--- src/design/servo_io_pkg.sv ---
// Package: register map, setting fields, timing constants and carrier types for the servo pulse block
package servo_io_pkg;

  // ==========================================================================
  // Register byte offsets
  localparam logic [7:0] CMD_FORM_OFS    = 8'h00;
  localparam logic [7:0] INPOS_RANGE_OFS = 8'h04;
  localparam logic [7:0] PPR_OFS         = 8'h08;
  localparam logic [7:0] PHASE_SEL_OFS   = 8'h0C;
  localparam logic [7:0] DEVIATION_OFS   = 8'h10;
  localparam logic [7:0] STATUS_OFS      = 8'h14;

  // ==========================================================================
  // Command pulse form setting: hex digits, form in digit 0, logic in digit 1, filter in digit 2
  localparam int FORM_LSB   = 0;
  localparam int LOGIC_BIT  = 4;
  localparam int FILTER_LSB = 8;
  localparam logic [11:0] CMD_FORM_RST   = 12'h010;   // Negative logic, separate trains
  localparam logic [1:0]  FORM_FWD_REV   = 2'h0;
  localparam logic [1:0]  FORM_PULSE_DIR = 2'h1;
  localparam logic [1:0]  FORM_QUAD      = 2'h2;
  localparam logic [1:0]  FILT_NONE      = 2'h0;
  localparam logic [1:0]  FILT_500K      = 2'h1;
  localparam logic [1:0]  FILT_200K      = 2'h2;

  // Other reset values
  localparam logic [31:0] INPOS_RANGE_RST = 32'h0000_0064;
  localparam logic [15:0] PPR_RST         = 16'h0FA0;
  localparam logic        PHASE_SEL_RST   = 1'b0;

  // Status bit positions
  localparam int STAT_INPOS_BIT = 0;
  localparam int STAT_ZERO_BIT  = 1;

  // ==========================================================================
  // Timing
  localparam int CLK_PERIOD_PS  = 5000;
  localparam int ZERO_PULSE_US  = 400;
  localparam int ZERO_PULSE_CYC = (ZERO_PULSE_US * 1000000 + CLK_PERIOD_PS - 1) / CLK_PERIOD_PS;
  localparam int FILT_500K_NS   = 200;
  localparam int FILT_200K_NS   = 500;
  localparam int FILT_500K_CYC  = (FILT_500K_NS * 1000 + CLK_PERIOD_PS - 1) / CLK_PERIOD_PS;
  localparam int FILT_200K_CYC  = (FILT_200K_NS * 1000 + CLK_PERIOD_PS - 1) / CLK_PERIOD_PS;
  localparam int FILT_W         = 8;

  // ==========================================================================
  // Carrier types
  typedef struct packed {
    logic [11:0] cmd_form;
    logic [31:0] inpos_range;
    logic [15:0] ppr;
    logic        phase_inv;
  } cfg_t;

  typedef struct packed {
    logic [7:0] addr;
    logic       write;
    logic       valid;
  } ahb_req_t;

endpackage : servo_io_pkg

--- src/design/servo_pulse_io.sv ---
// Servo position-mode pulse interface: command decode, droop counter, encoder outputs, AHB-Lite registers
//
// Decided for this implementation: the register addresses and the AHB-Lite register port.
`timescale 1ns/10ps
`default_nettype none

// Contract
// - One active-low zero-point pulse each revolution, when zero position is reached.
// - Each zero-point pulse lasts at least 400 microseconds.
// - Quadrature A/B outputs, pulses per revolution taken from the setting.
// - Default phase: counter-clockwise rotation makes B lag A by 90 degrees.
// - Phase select setting inverts which direction gives which A/B order.
// - Differential Z carries the same zero-point signal as the open-collector output.
// - Three command pulse forms, each positive or negative logic, chosen by setting.
// - Setting value x10 means negative logic, separate forward and reverse trains.
// - Same setting selects input filter: 1 for 500 kpps, 2 for 200 kpps.
// - In-position flag set while droop count lies within configured range.
// - Flag follows droop only, so may assert during slow motion.
module servo_pulse_io
  import servo_io_pkg::*;
#(
  parameter int CNT_PER_REV     = 131072,
  parameter int ZERO_PULSE_CLKS = ZERO_PULSE_CYC
) (
  // Clock and reset
  input  wire logic        hclk,
  input  wire logic        hresetn,
  // AHB-Lite slave
  input  wire logic        hsel,
  input  wire logic [31:0] haddr,
  input  wire logic [1:0]  htrans,
  input  wire logic        hwrite,
  input  wire logic [2:0]  hsize,
  input  wire logic [31:0] hwdata,
  input  wire logic        hready,
  output logic             hreadyout,
  output logic             hresp,
  output logic [31:0]      hrdata,
  // Command pulse inputs
  input  wire logic        fwd_cmd_pulse_in,
  input  wire logic        rev_cmd_pulse_in,
  // Motor feedback, one step per encoder count
  input  wire logic        fb_step,
  input  wire logic        fb_ccw,
  // Encoder outputs
  output logic             enc_a_out_p,
  output logic             enc_a_out_n,
  output logic             enc_b_out_p,
  output logic             enc_b_out_n,
  output logic             enc_z_out_p,
  output logic             enc_z_out_n,
  output logic             zero_point_oc_out_n,
  // Status
  output logic             in_position
);

  // ==========================================================================
  // Elaboration checks
  localparam int REV_W = $clog2(CNT_PER_REV);
  localparam int ZW    = $clog2(ZERO_PULSE_CLKS + 1);
  if (CNT_PER_REV < 4 || ZERO_PULSE_CLKS < 1) begin : g_bad_param
    $error("CNT_PER_REV must be at least 4 and ZERO_PULSE_CLKS at least 1");
  end

  // ==========================================================================
  // Register file and AHB-Lite slave
  cfg_t        cfg_r;
  ahb_req_t    req_r;
  logic [31:0] hrdata_r;
  logic signed [31:0] droop_r;
  logic        inpos_r;
  logic        z_active_r;
  logic        dev_clear;

  assign hreadyout = 1'b1;   // Zero wait states
  assign hresp     = 1'b0;   // Always OKAY
  assign hrdata    = hrdata_r;
  // Address phase capture
  always_ff @(posedge hclk or negedge hresetn) begin
    if (!hresetn) begin
      req_r <= '0;
    end else begin
      req_r.valid <= hsel & htrans[1] & hready;
      req_r.addr  <= haddr[7:0];
      req_r.write <= hwrite;
    end
  end

  // Register writes in data phase
  always_ff @(posedge hclk or negedge hresetn) begin
    if (!hresetn) begin
      cfg_r.cmd_form    <= CMD_FORM_RST;
      cfg_r.inpos_range <= INPOS_RANGE_RST;
      cfg_r.ppr         <= PPR_RST;
      cfg_r.phase_inv   <= PHASE_SEL_RST;
    end else if (req_r.valid && req_r.write) begin
      unique case (req_r.addr)
        CMD_FORM_OFS:    cfg_r.cmd_form    <= hwdata[11:0];
        INPOS_RANGE_OFS: cfg_r.inpos_range <= hwdata;
        PPR_OFS:         cfg_r.ppr         <= hwdata[15:0];
        PHASE_SEL_OFS:   cfg_r.phase_inv   <= hwdata[0];
        default: ;
      endcase
    end
  end

  // Writing the deviation register clears the droop
  assign dev_clear = req_r.valid & req_r.write & (req_r.addr == DEVIATION_OFS);
  // Read data registered at address phase so it stands through the data phase
  always_ff @(posedge hclk or negedge hresetn) begin
    if (!hresetn) begin
      hrdata_r <= '0;
    end else if (hsel && htrans[1] && hready && !hwrite) begin
      unique case (haddr[7:0])
        CMD_FORM_OFS:    hrdata_r <= {20'h0_0000, cfg_r.cmd_form};
        INPOS_RANGE_OFS: hrdata_r <= cfg_r.inpos_range;
        PPR_OFS:         hrdata_r <= {16'h0000, cfg_r.ppr};
        PHASE_SEL_OFS:   hrdata_r <= {31'h0000_0000, cfg_r.phase_inv};
        DEVIATION_OFS:   hrdata_r <= droop_r;
        STATUS_OFS:      hrdata_r <= {30'h0000_0000, z_active_r, inpos_r};
        default:         hrdata_r <= '0;
      endcase
    end
  end

  // ==========================================================================
  // Command input polarity and noise filter
  logic [1:0]        form;
  logic [1:0]        filt_sel;
  logic [FILT_W-1:0] filt_len;
  logic [1:0]        raw;
  logic [1:0]        filt_r;
  logic [1:0]        prev_r;
  logic [FILT_W-1:0] fcnt_r [2];

  assign form     = cfg_r.cmd_form[FORM_LSB +: 2];
  assign filt_sel = cfg_r.cmd_form[FILTER_LSB +: 2];
  // Negative logic: pin low means active
  assign raw = {rev_cmd_pulse_in, fwd_cmd_pulse_in} ^ {2{cfg_r.cmd_form[LOGIC_BIT]}};

  // Filter length; a longer filter trades top pulse rate for noise immunity
  always_comb begin
    unique case (filt_sel)
      FILT_500K: filt_len = FILT_W'(FILT_500K_CYC);
      FILT_200K: filt_len = FILT_W'(FILT_200K_CYC);
      default:   filt_len = '0;
    endcase
  end

  // Input must hold a new level for filt_len + 1 cycles before it is accepted
  always_ff @(posedge hclk or negedge hresetn) begin
    if (!hresetn) begin
      filt_r    <= '0;
      fcnt_r[0] <= '0;
      fcnt_r[1] <= '0;
    end else begin
      for (int i = 0; i < 2; i++) begin
        if (raw[i] == filt_r[i]) begin
          fcnt_r[i] <= '0;
        end else if (fcnt_r[i] >= filt_len) begin
          filt_r[i] <= raw[i];
          fcnt_r[i] <= '0;
        end else begin
          fcnt_r[i] <= fcnt_r[i] + 1'b1;
        end
      end
    end
  end

  // Previous filtered levels for edge detection
  always_ff @(posedge hclk or negedge hresetn) begin
    if (!hresetn) begin
      prev_r <= '0;
    end else begin
      prev_r <= filt_r;
    end
  end

  // ==========================================================================
  // Command pulse decode into up/down counts
  logic cmd_up;
  logic cmd_dn;
  always_comb begin
    cmd_up = 1'b0;
    cmd_dn = 1'b0;
    unique case (form)
      FORM_FWD_REV: begin
        cmd_up = filt_r[0] & ~prev_r[0];
        cmd_dn = filt_r[1] & ~prev_r[1];
      end
      FORM_PULSE_DIR: begin
        cmd_up = filt_r[0] & ~prev_r[0] & ~filt_r[1];
        cmd_dn = filt_r[0] & ~prev_r[0] & filt_r[1];
      end
      FORM_QUAD: begin
        // Four counts per cycle; A leading B is forward
        if (filt_r != prev_r) begin
          cmd_up = filt_r[0] ^ prev_r[1];
          cmd_dn = ~(filt_r[0] ^ prev_r[1]);
        end
      end
      default: ;
    endcase
  end

  // ==========================================================================
  // Deviation counter and in-position flag
  logic signed [31:0] droop_nxt;
  logic        [31:0] droop_abs;
  logic               fb_fwd;
  logic               fb_rev;

  assign fb_fwd = fb_step & fb_ccw;
  assign fb_rev = fb_step & ~fb_ccw;
  // Commands add droop, motor motion consumes it
  always_comb begin
    droop_nxt = droop_r;
    if (cmd_up) droop_nxt = droop_nxt + 32'sd1;
    if (cmd_dn) droop_nxt = droop_nxt - 32'sd1;
    if (fb_fwd) droop_nxt = droop_nxt - 32'sd1;
    if (fb_rev) droop_nxt = droop_nxt + 32'sd1;
  end

  always_ff @(posedge hclk or negedge hresetn) begin
    if (!hresetn) begin
      droop_r <= '0;
    end else if (dev_clear) begin
      droop_r <= '0;
    end else begin
      droop_r <= droop_nxt;
    end
  end

  assign droop_abs = droop_r[31] ? (~droop_r + 32'd1) : droop_r;
  // Flag looks only at droop, not speed, so slow motion can show in position
  always_ff @(posedge hclk or negedge hresetn) begin
    if (!hresetn) begin
      inpos_r <= 1'b0;
    end else begin
      inpos_r <= (droop_abs <= cfg_r.inpos_range);
    end
  end
  assign in_position = inpos_r;

  // ==========================================================================
  // Encoder position within revolution and zero-point pulse
  logic [REV_W-1:0] rev_pos_r;
  logic [ZW-1:0]    zcnt_r;
  logic             at_zero;

  always_ff @(posedge hclk or negedge hresetn) begin
    if (!hresetn) begin
      rev_pos_r <= '0;
    end else if (fb_fwd) begin
      rev_pos_r <= (rev_pos_r == REV_W'(CNT_PER_REV - 1)) ? '0 : rev_pos_r + 1'b1;
    end else if (fb_rev) begin
      rev_pos_r <= (rev_pos_r == '0) ? REV_W'(CNT_PER_REV - 1) : rev_pos_r - 1'b1;
    end
  end

  // Reaching position zero from either side marks one revolution
  assign at_zero = (fb_fwd && rev_pos_r == REV_W'(CNT_PER_REV - 1)) ||
                   (fb_rev && rev_pos_r == REV_W'(1));

  // Stretch: retrigger restarts the full width, so no pulse is shorter than the minimum
  always_ff @(posedge hclk or negedge hresetn) begin
    if (!hresetn) begin
      zcnt_r     <= '0;
      z_active_r <= 1'b0;
    end else if (at_zero) begin
      zcnt_r     <= ZW'(ZERO_PULSE_CLKS - 1);
      z_active_r <= 1'b1;
    end else if (zcnt_r != '0) begin
      zcnt_r     <= zcnt_r - 1'b1;
    end else begin
      z_active_r <= 1'b0;
    end
  end

  // ==========================================================================
  // Quadrature output scaling: rate multiplier gives 4*ppr edges per revolution
  logic [REV_W+17:0] acc_r;
  logic [REV_W+17:0] step_k;
  logic [REV_W+17:0] cpr;
  logic [1:0]        quad_r;
  logic              q_up;

  assign step_k = (REV_W + 18)'({cfg_r.ppr, 2'b00});
  assign cpr    = (REV_W + 18)'(CNT_PER_REV);
  assign q_up   = fb_fwd ^ cfg_r.phase_inv;

  always_ff @(posedge hclk or negedge hresetn) begin
    if (!hresetn) begin
      acc_r  <= '0;
      quad_r <= '0;
    end else if (fb_fwd) begin
      if (acc_r + step_k >= cpr) begin
        acc_r  <= acc_r + step_k - cpr;
        quad_r <= q_up ? quad_r + 1'b1 : quad_r - 1'b1;
      end else begin
        acc_r <= acc_r + step_k;
      end
    end else if (fb_rev) begin
      if (acc_r < step_k) begin
        acc_r  <= acc_r + cpr - step_k;
        quad_r <= q_up ? quad_r + 1'b1 : quad_r - 1'b1;
      end else begin
        acc_r <= acc_r - step_k;
      end
    end
  end

  // ==========================================================================
  // Output drivers; count up gives A then B, so B lags A
  always_ff @(posedge hclk or negedge hresetn) begin
    if (!hresetn) begin
      enc_a_out_p         <= 1'b0;
      enc_a_out_n         <= 1'b1;
      enc_b_out_p         <= 1'b0;
      enc_b_out_n         <= 1'b1;
      enc_z_out_p         <= 1'b0;
      enc_z_out_n         <= 1'b1;
      zero_point_oc_out_n <= 1'b1;
    end else begin
      enc_a_out_p         <= quad_r[0] ^ quad_r[1];
      enc_a_out_n         <= ~(quad_r[0] ^ quad_r[1]);
      enc_b_out_p         <= quad_r[1];
      enc_b_out_n         <= ~quad_r[1];
      enc_z_out_p         <= z_active_r;
      enc_z_out_n         <= ~z_active_r;
      zero_point_oc_out_n <= ~z_active_r;
    end
  end

endmodule : servo_pulse_io

`default_nettype wire

--- config.mk ---
export PLATFORM = sky130hd
export DESIGN_NAME = servo_pulse_io
export DESIGN_NICKNAME = d
export VERILOG_FILES = /design/src/design/servo_io_pkg.sv /design/src/design/servo_pulse_io.sv
export SDC_FILE = /design/constraint.sdc
export NUM_CORES = 1
export LEC_CHECK = 0
export BUFFER_PORTS_ARGS = -buffer_cell sky130_fd_sc_hd__buf_2
export CELL_PAD_IN_SITES_DETAIL_PLACEMENT = 2
export CELL_PAD_IN_SITES_GLOBAL_PLACEMENT = 2
export CORE_MARGIN = 2
export CORE_UTILIZATION = 38
export DETAILED_ROUTE_END_ITERATION = 7
export GPL_TIMING_DRIVEN = 0
export PLACE_DENSITY = 0.77
export SYNTH_ARGS = -nofsm -noshare
export SYNTH_HDL_FRONTEND = slang
export SYNTH_SLANG_ARGS = --single-unit
--- constraint.sdc ---
create_clock -name hclk -period 6.9 [get_ports hclk]
set_input_delay 1.035 -clock hclk [delete_from_list [all_inputs] [get_ports hclk]]
set_output_delay 1.035 -clock hclk [all_outputs]
set_load 0.1 [all_outputs]
### Word-level counts from Yosys, hierarchy flattened

Cells that the tools add are included.

* add/subtract/negate cells: 17
* $lt $le $gt $ge: 5
* eq/ne operators: 20
* muxes and demuxes: 33
* bitwise gates (word level): 25
* reductions and logical operators: 23

Operator list (number)
* 2-to-1 mux 32 bit: 6
* case mux 32 bit (6 select lines): 1
* 2-to-1 mux 35 bit: 4
* 2-to-1 mux 17 bit: 6
* subtractor 35 x 18 -> 35 bit: 2
* adder 32 x 2 -> 32 bit, second input constant: 2
* subtractor 32 x 2 -> 32 bit, second input constant: 2
* adder 35 x 18 -> 35 bit: 1
* adder 35 x 18 -> 35 bit, second input constant: 1
* greater-or-equal comparator 35 x 18 -> 1 bit, second input constant: 1
* less-than comparator 35 x 18 -> 1 bit: 1
* subtractor 35 x 18 -> 35 bit, second input constant: 1
* subtractor 17 x 1 -> 17 bit, second input constant: 2
* adder 32 x 1 -> 32 bit, second input constant: 1
* == test 8 x 4 -> 1 bit, second input constant: 4
* less-or-equal comparator 32 bit: 1
* 2-to-1 mux 8 bit: 4
* NOT 32 bit: 1
* == test 8 x 5 -> 1 bit, second input constant: 3
* adder 17 x 1 -> 17 bit, second input constant: 1
* == test 17 x 1 -> 1 bit, second input constant: 1
* == test 17 bit, second input constant: 1
* logical NOT 17 bit: 1
* nonzero test 17 bit: 1
* other kinds (27): 74

* register bits after elaboration: 234
* bits of input ports: 78
* output and inout bits: 42
* word-level logic and storage cells: 149

### Longest topological paths before layout

Gate-level depths: netlist of the first run.

* word-level depth: 12
* mapped depth: 22
* gate-level depth less buffers: 20

### Worst setup path before layout of the first run

OpenSTA, ideal clock, no wires.

* path kind: reg-to-reg
* start: register cfg_r[9] (netlist name)
* end: register acc_r[28]
* library setup time: 0.133 ns
* arrival time: 4.866 ns
* required time: 6.767 ns
* setup slack: 1.901 ns
* cell stages (with the launch flop): 22
* path buffers: 3
* clock period less this slack: 4.999 ns
* cells stage by stage: dfstp_2 > inv_1 > ha_1 > buf_2 > or4b_2 > o211ai_1 > a31o_2 > a21o_1 > clkbuf_1 > nand2_1 > xnor2_1 > ha_1 > inv_1 > a2111oi_1 > nand4b_1 > a2111oi_0 > buf_2 > nor4_1 > mux2i_1 > a22oi_1 > xnor2_1 > o21ai_1

* cells in the longest elaborated chain, start to end: 4
* elaborated cells on any way between the ends: 10
* classes of those cells: add/sub: 4; order compare: 2; mux: 4

Ends and longest elaborated chain
* start, declared: RTL line servo_pulse_io.sv:67 `cfg_t cfg_r;`
* adder 35 x 18 -> 35 bit (tied with other cells): RTL line servo_pulse_io.sv:297, servo_pulse_io.sv:298, servo_pulse_io.sv:301
* subtractor 35 x 18 -> 35 bit (tied with other cells): RTL line servo_pulse_io.sv:298 `acc_r <= acc_r + step_k - cpr;`
* 2-to-1 mux 35 bit, on equally long branches: RTL line servo_pulse_io.sv:297, servo_pulse_io.sv:303
* 2-to-1 mux 35 bit (*): RTL line servo_pulse_io.sv:296 `end else if (fb_fwd) begin`
* end signal, assigned: RTL line servo_pulse_io.sv:298
* end signal, assigned: RTL line servo_pulse_io.sv:301 `acc_r <= acc_r + step_k;`
* end signal, assigned: RTL line servo_pulse_io.sv:305 `acc_r <= acc_r + cpr - step_k;`
* end, declared: RTL line servo_pulse_io.sv:282 `logic [REV_W+17:0] acc_r;`

Every way passes the cells marked *; elsewhere a longest branch is shown, timed or not. The select of a mux whose other input is x is not followed.
A chain may end at the register's enable or synchronous reset.

### Worst setup path in the final report of the first run

* start: register cfg_r[11] (netlist name)
* end: register acc_r[26]

Same word-level chain as after synthesis.

==> flow_summary_export.csv, run 1 <==
group,metric,value,unit
outcome,outcome,"finished, final reports clean",
placement,gp_congestion,0.8904,
flow_run,maxCapViolCount,0,
logic_synthesis,ys_ff_latch,232,
power,p_sw,0.003952,W
layout,post-route-cell-area,0.02382,mm2
logic_synthesis,synth_top_area_cell,"dfrtp_1",
floorplanning,coreArea,0.05520,mm2
critical_path,cp-end-kind,"flip-flop",
routing,ant_nets,0,
layout,final_common_cell,"nand2_1",
logic_synthesis,yosys_warnings,0,
routing,via_per_inst,5.968,
logic_synthesis,ys.flop_type,"dfrtp_1",
timing,period_needed,6.554,ns
critical_path,crit_slowest_cell,"a2111oi_1",
logic_synthesis,syn_avg_cell_area,8.095,um2
critical_path,cp_data_arrival_time,6.98,ns
timing,final-hold-violation-count,0,
clock_tree,cts_buffer_depth,3,
layout,syn_to_final_growth,11.95,%
timing,min_period_over_period,0.9498,
routing,vias,21030,
routing,drc,0,
clock_tree,ctsHtreeMaxLevel,1,
timing,tns,0,ns
clock_tree,clk_latency,0.62,ns
layout,drive_gt1_frac,0.09366,
clock_tree,clk_pin_slew,0.06,ns
timing,skew,0.02153,ns
clock_tree,cts_resized,0,
critical_path,cp_cell_sequence,"inv_1, ha_1, clkbuf_1, or4b_2, o211ai_1, a31o_2, a21o_1, clkbuf_1, nand2_1, xnor2_1, ha_1, inv_1, a2111oi_1, nand4b_1, a2111oi_0, buf_2, nor3_1, xnor2_1, nand3_1, o21ai_0, a22oi_1",
critical_path,ff2ff_path_depth,21,
layout,layout_common_cells,"256 x nand2_1, 221 x nor2_1, 219 x dfrtp_1, 208 x o21ai_0, 182 x inv_1",
logic_synthesis,seq_area_frac_synth,0.2737,
logic_synthesis,synth-edff-count,0,
critical_path,critical-path-max-stage-delay,0.71,ns
floorplanning,die_w,240.6,um
clock_tree,cts_root_buffer,"clkbuf_16",
placement,hpwlAfterDp,67.40,mm
grt,grt_pass1_vias,22850,
power,p_int,0.004193,W
floorplanning,num_rows,86,
layout,fillers,6320,
placement,port_buffers,88,
power,power_density,342.0,mW/mm2
power,seq_power_share,0.235,
routing,wl,87.65,mm
clock_tree,numCtsBuffers,31,
timing,setup_violations,0,
hold_path,hold_path.class,"input pin to async pin",
floorplanning,ios,120,
layout,multi_input_area,0.01419,mm2
floorplanning,die_y,240.6,um
floorplanning,start_util,0.3854,
logic_synthesis,synth.net_count,2878,
timing,rsz0062_at_grt,"no",
timing,worst_pin_slew,1.207,ns
grt,antenna_found_initial,0,
clock_tree,cts_hold_buf,0,
routing,wl_per_cell,24.87,um
placement,place_area,0.02272,mm2
power,power.leakage,9.950,nW
logic_synthesis,synthTopCellsByArea,"dfrtp_1 26%, ha_1 9.1%, xnor2_1 7.2%, o21ai_0 4.9%, nand2_1 4.5%",
power,switching_share,0.4852,
critical_path,start_kind,"flip-flop",
clock_tree,cts.sinks,232,
floorplanning,die_area,0.05789,mm2
critical_path,path_max_fanout,10,
grt,grt_max_degree,108,
timing,slew_headroom,0.1743,
layout,n_antenna_cell,0,
logic_synthesis,synth-async-reset-ratio,1.000,
routing,dr.pass1.iters,7,
logic_synthesis,synth_cells,2628,
grt,grt_pass1_wl,136.1,mm
grt,gr-usage-all-layers,0.3010,
timing,max_clock_freq,152.6,MHz
layout,regArea,0.005822,mm2
layout,num-nets-final,3001,
routing,drtIter0Drc,1126,
critical_path,worstPathRequired,7.33,ns
power,p_comb_frac,0.546,
logic_synthesis,synth_top_cell_area_share,0.2576,
power,ir_worst_vdd,0.3134,mV
power,p_clk_frac,0.219,
logic_synthesis,synth_cell_type_count,110,
logic_synthesis,netlist_area,0.02127,mm2
timing,slew_violations,0,
grt,grt_overflow_total,0,
clock_tree,postCtsSetupBuffers,0,
critical_path,path_class,"flip-flop to flip-flop",
clock_tree,tritoncts,"done",
power,power,0.008145,W
[per-layer routing]
metal	wire length [um]	part of all wire	track usage	up-vias
li1	-	-	-	9604
met1	38650	0.44	0.3866	10910
met2	43600	0.50	0.5414	391
met3	2826	0.032	0.02402	127
met4	2573	0.029	0.08112	0
met5	0	0	0	-
[worst max-delay path, delay by kind of cell, from the launching register on]
family                   cells  cell delay (ns)
buffers and inverters        5             1.24
XOR/XNOR                     2             0.55
flip-flops                   1             0.63
AND/OR/NAND/NOR              5             1.37
AO/OA/AOI/OAI                7             2.01
adder cells (fa/ha/maj)      2             0.56
[power groups by stage]
stage	clock (W)	sequential, W	combinational [W]
after floorplan	0	0.00191	0.00302
after global placement	0	0.00190	0.00414
after detailed placement	0	0.00193	0.00435
after CTS	0.00182	0.00190	0.00442
after global routing	0.00186	0.00194	0.00487
final	0.00178	0.00191	0.00445
[cell type report]
class,count,share of cell area
sequential,232,0.2444
inverter,184,0.02900
clock buffer,41,0.03583
multi-input combinational,2071,0.5959
timing repair buffer,90,0.02122
clock inverter,17,0.01014
tap,748,0.03930
buffer,141,0.02417
[flip-flops by register name, summed over array words and instances, names as in the netlist, 2 cells and up]
signal / cells
acc_r: 33
cfg_r: 61
droop_r: 32
fcnt_r: 16
filt_r: 2
hrdata: 32
prev_r: 2
quad_r: 2
req_r: 10
rev_pos_r: 17
zcnt_r: 17
[final timing paths]
kind / startpoint / endpoint / slack [ns]
worst max-delay path: cfg_r[11]$_DFFE_PN1P_ / acc_r[26]$_DFFE_PN0P_ / 0.35
worst min-delay path: hresetn / fcnt_r[1]$_DFF_PN0_ / 0.34
worst max register to register: cfg_r[11]$_DFFE_PN1P_ / acc_r[26]$_DFFE_PN0P_ / 0.35
worst min register to register: filt_r[1]$_DFFE_PN0P_ / prev_r[1]$_DFF_PN0_ / 0.40
max in group asynchronous: hresetn / zcnt_r[4]$_DFFE_PN0P_ / 5.51
min in group hclk: filt_r[1]$_DFFE_PN0P_ / prev_r[1]$_DFF_PN0_ / 0.40
[cell families (layout without fill, tap and decap cells)]
group / Yosys count / in the layout / share of synthesized area
AOI/OAI and AO/OA: 663 / 663 / 0.2114
xor gates and xnor gates: 252 / 252 / 0.1041
adders and majority gates: 172 / 172 / 0.1072
buffers and inverters: 325 / 473 / 0.05952
DFF: 232 / 232 / 0.2737
muxes: 49 / 49 / 0.02417
other: 2 / 2 / 0.0003530
and+or+nand+nor: 933 / 933 / 0.2196
[cells in the mapped netlist (15+ instances only)]
library cell,number
nand2b_1,25
clkbuf_1,114
nor3_1,63
a221oi_1,15
nor4_1,28
nor2_1,221
nand2_1,256
mux2_2,19
o211ai_1,31
a211oi_1,20
fa_1,17
xor2_1,76
a21oi_1,121
o21bai_1,15
and3_1,41
nand3_1,76
ha_1,155
xnor2_1,175
nor2b_1,24
o21ai_0,208
buf_2,16
or2_2,19
a31oi_1,28
o31ai_1,22
inv_1,182
dfrtp_1,219
and2_1,22
or3_1,32
nand4_1,49
a22oi_1,25
mux2i_1,30
[metrics by stage]
step | util | cells | hold WS, ns | worst slack, ns
detailed placement | 0.4116 | 3466 | 0.3809 | 0.4650
finish | 0.4315 | 3524 | 0.3358 | 0.3462
CTS | 0.4315 | 3524 | 0.3325 | 0.4178
floorplan | - | 2628 | 0.3487 | 1.901
global placement | 0.4103 | 3464 | 0.3782 | 0.2172
global route | 0.4315 | 3524 | 0.3477 | 0.03910
No activity file was read; power rests on OpenSTA's default activity.
==> run 2: changes to the inputs <==
--- a/config.mk
+++ b/config.mk
@@ -6,13 +6,13 @@
 export NUM_CORES = 1
 export LEC_CHECK = 0
 export BUFFER_PORTS_ARGS = -buffer_cell sky130_fd_sc_hd__buf_2
-export CELL_PAD_IN_SITES_DETAIL_PLACEMENT = 2
-export CELL_PAD_IN_SITES_GLOBAL_PLACEMENT = 2
+export CELL_PAD_IN_SITES_DETAIL_PLACEMENT = 0
+export CELL_PAD_IN_SITES_GLOBAL_PLACEMENT = 1
 export CORE_MARGIN = 2
-export CORE_UTILIZATION = 38
+export CORE_UTILIZATION = 48
 export DETAILED_ROUTE_END_ITERATION = 7
 export GPL_TIMING_DRIVEN = 0
-export PLACE_DENSITY = 0.77
+export PLACE_DENSITY = 0.79
 export SYNTH_ARGS = -nofsm -noshare
 export SYNTH_HDL_FRONTEND = slang
 export SYNTH_SLANG_ARGS = --single-unit
==> run 2 against run 1 <==
Count of clock-buffer cells in the layout is 8 lower. Clock skew is 0.0030 ns lower. Global-route usage shrank 0.28 points. Total power down 5.1%. Cell count is 4.5% lower. Non-clock buffer count unchanged.
==> flow_summary_export.csv, run 2 (synthesis gave the netlist of run 1 again) <==
group,metric,value,unit
outcome,outcome,"finished, final reports clean",
hold_path,hold_path.class,"input pin to async pin",
grt,grt_overflow_total,0,
critical_path,ff2ff_path_depth,21,
placement,gp_congestion,1.004,
grt,grt-busiest-layer,"met2",
clock_tree,clk_latency,0.59,ns
floorplanning,start_util,0.4832,
layout,drive_gt1_frac,0.09416,
critical_path,crit_cells,21,
clock_tree,cts_buffer_depth,3,
grt,grt_util_met2,0.4930,
power,ir_worst_vdd,0.3073,mV
routing,wl,69.84,mm
routing,wl_per_cell,20.76,um
critical_path,worstPathRequired,7.32,ns
timing,setup_violations,0,
critical_path,path_class,"flip-flop to flip-flop",
layout,n_antenna_cell,0,
power,power_density,328.6,mW/mm2
critical_path,cp.buffers_inverters,5,
grt,grt.met3_usage,0.03745,
clock_tree,tritoncts,"done",
grt,grt_pass1_wl,110.1,mm
routing,drc,0,
critical_path,r2r-end,"acc_r[26]$_DFFE_PN0P_",
critical_path,cp_data_arrival_time,6.71,ns
floorplanning,coreArea,0.04403,mm2
flow_run,maxCapViolCount,0,
clock_tree,ctsHtreeMaxLevel,1,
floorplanning,ios,120,
clock_tree,numCtsBuffers,29,
layout,num-nets-final,2999,
grt,gr-usage-all-layers,0.2982,
floorplanning,num_rows,77,
timing,rsz0062_at_grt,"no",
layout,top_regs,"cfg_r: 61 flops, acc_r: 33 flops",
placement,port_buffers,88,
critical_path,start_kind,"flip-flop",
routing,drtIter0Drc,1600,
critical_path,reg2reg_slack,0.62,ns
floorplanning,die_w,214.5,um
grt,grt_pass1_vias,19850,
placement,hpwlAfterDp,54.00,mm
timing,tns,0,ns
timing,worst_pin_slew,1.127,ns
timing,final-hold-violation-count,0,
routing,vias,20400,
critical_path,cp-end-kind,"flip-flop",
layout,regMostFlops,"cfg_r",
timing,whs,0.3364,ns
timing,slew_violations,0,
critical_path,cp_cell_sequence,"inv_1, ha_1, clkbuf_1, or4b_2, o211ai_1, a31o_2, a21o_1, clkbuf_1, nand2_1, xnor2_1, ha_1, inv_1, a2111oi_2, nand4b_1, a2111oi_0, buf_2, nor3_1, xnor2_1, nand3_1, o21ai_0, a22oi_1",
critical_path,crit_slowest_cell,"or4b_2",
layout,largest_reg_flops,61,
timing,min_period_over_period,0.9108,
critical_path,path_max_fanout,10,
critical_path,critical-path-max-stage-delay,0.64,ns
clock_tree,clk_pin_slew,0.06,ns
timing,skew,0.01849,ns
timing,slew_headroom,0.2292,
power,power.leakage,9.868,nW
critical_path,r2r_start,"cfg_r[11]$_DFFE_PN1P_",
layout,syn_to_final_growth,10.57,%
layout,layout_common_cells,"256 x nand2_1, 221 x nor2_1, 219 x dfrtp_1, 208 x o21ai_0, 182 x inv_1",
floorplanning,die_area,0.04602,mm2
grt,grtUsageMet1,0.4045,
timing,max_clock_freq,159.1,MHz
clock_tree,cts_root_buffer,"clkbuf_16",
critical_path,crit_end,"acc_r[26]$_DFFE_PN0P_",
routing,via_per_inst,6.063,
clock_tree,cts.sinks,232,
floorplanning,die_y,214.5,um
routing,dr.pass1.iters,6,
timing,period_needed,6.285,ns
critical_path,path_delay_family,"compound AO/OA/AOI/OAI gates",
routing,ant_nets,0,
layout,final_common_cell,"nand2_1",
grt,grt_max_degree,98,
critical_path,worstSetupStartpoint,"cfg_r[11]$_DFFE_PN1P_",
grt,antenna_found_initial,1,
==> run 2: final cells by class <==
| class | count | area [um2] |
|---|---|---|
| tap | 592 | 740.7 |
| inverter | 184 | 690.7 |
| sequential | 232 | 5822 |
| clock inverter | 21 | 230.2 |
| clock buffer | 33 | 760.7 |
| buffer | 141 | 575.6 |
| multi-input combinational | 2071 | 14200 |
| timing repair buffer | 90 | 505.5 |
| fill | 4277 | 20510 |
==> run 2: how the worst min path moves through the flow <==
stage | start | to | slack [ns] | cells after the start
2_1_floorplan | filt_r[1]$_DFFE_PN0P_ | prev_r[1]$_DFF_PN0_ | 0.35 | 0
3_3_place_gp | filt_r[1]$_DFFE_PN0P_ | prev_r[1]$_DFF_PN0_ | 0.37 | 0
3_5_place_dp | filt_r[1]$_DFFE_PN0P_ | prev_r[1]$_DFF_PN0_ | 0.36 | 0
4_1_cts | hresetn | fcnt_r[11]$_DFF_PN0_ | 0.33 | 1
5_1_grt | hresetn | fcnt_r[10]$_DFF_PN0_ | 0.35 | 1
6_report | hresetn | fcnt_r[11]$_DFF_PN0_ | 0.34 | 1
==> run 2: per-layer routing <==
layer | up-vias | wire (um)
met5 | - | 16
met4 | 2 | 2603
met3 | 154 | 4149
met2 | 772 | 32070
met1 | 9865 | 31000
li1 | 9604 | -
==> run 2: repair_timing <==
item                                    4_1_cts  5_1_grt
buffers inserted                              0        0
endpoints found under the setup margin        0        1
hold buffers                                  0        0
resized for setup                             0        1
==> run 2: worst register-to-register path, cell delays in order, from the launching register on <==
cell and delay [ns]:
dfstp_2 0.63, inv_1 0.13, ha_1 0.33, clkbuf_1 0.21, or4b_2 0.64, o211ai_1 0.16, a31o_2 0.20, a21o_1 0.12
clkbuf_1 0.43, nand2_1 0.18, xnor2_1 0.32, ha_1 0.20, inv_1 0.06, a2111oi_2 0.57, nand4b_1 0.24, a2111oi_0 0.54
buf_2 0.36, nor3_1 0.16, xnor2_1 0.32, nand3_1 0.12, o21ai_0 0.12, a22oi_1 0.11
==> run 2: per-stage QoR <==
step	worst slack, ns	cell area [um2]	cells	power [W]	utilization
2_1_floorplan	1.901	21270	2628	0.004926	-
3_3_place_gp	0.3664	22460	3308	0.005949	0.5100
3_5_place_dp	0.5997	22530	3310	0.006027	0.5116
4_1_cts	0.5308	23520	3364	0.007658	0.5341
5_1_grt	0.1792	23520	3364	0.008257	0.5343
6_report	0.6152	23520	3364	0.007729	0.5343
==> run 2: report_power, final <==
group          switching (W)  internal [W]
Combinational        0.00273       0.00152
Sequential          0.000286       0.00160
Clock               0.000677      0.000915
Total                0.00369       0.00404
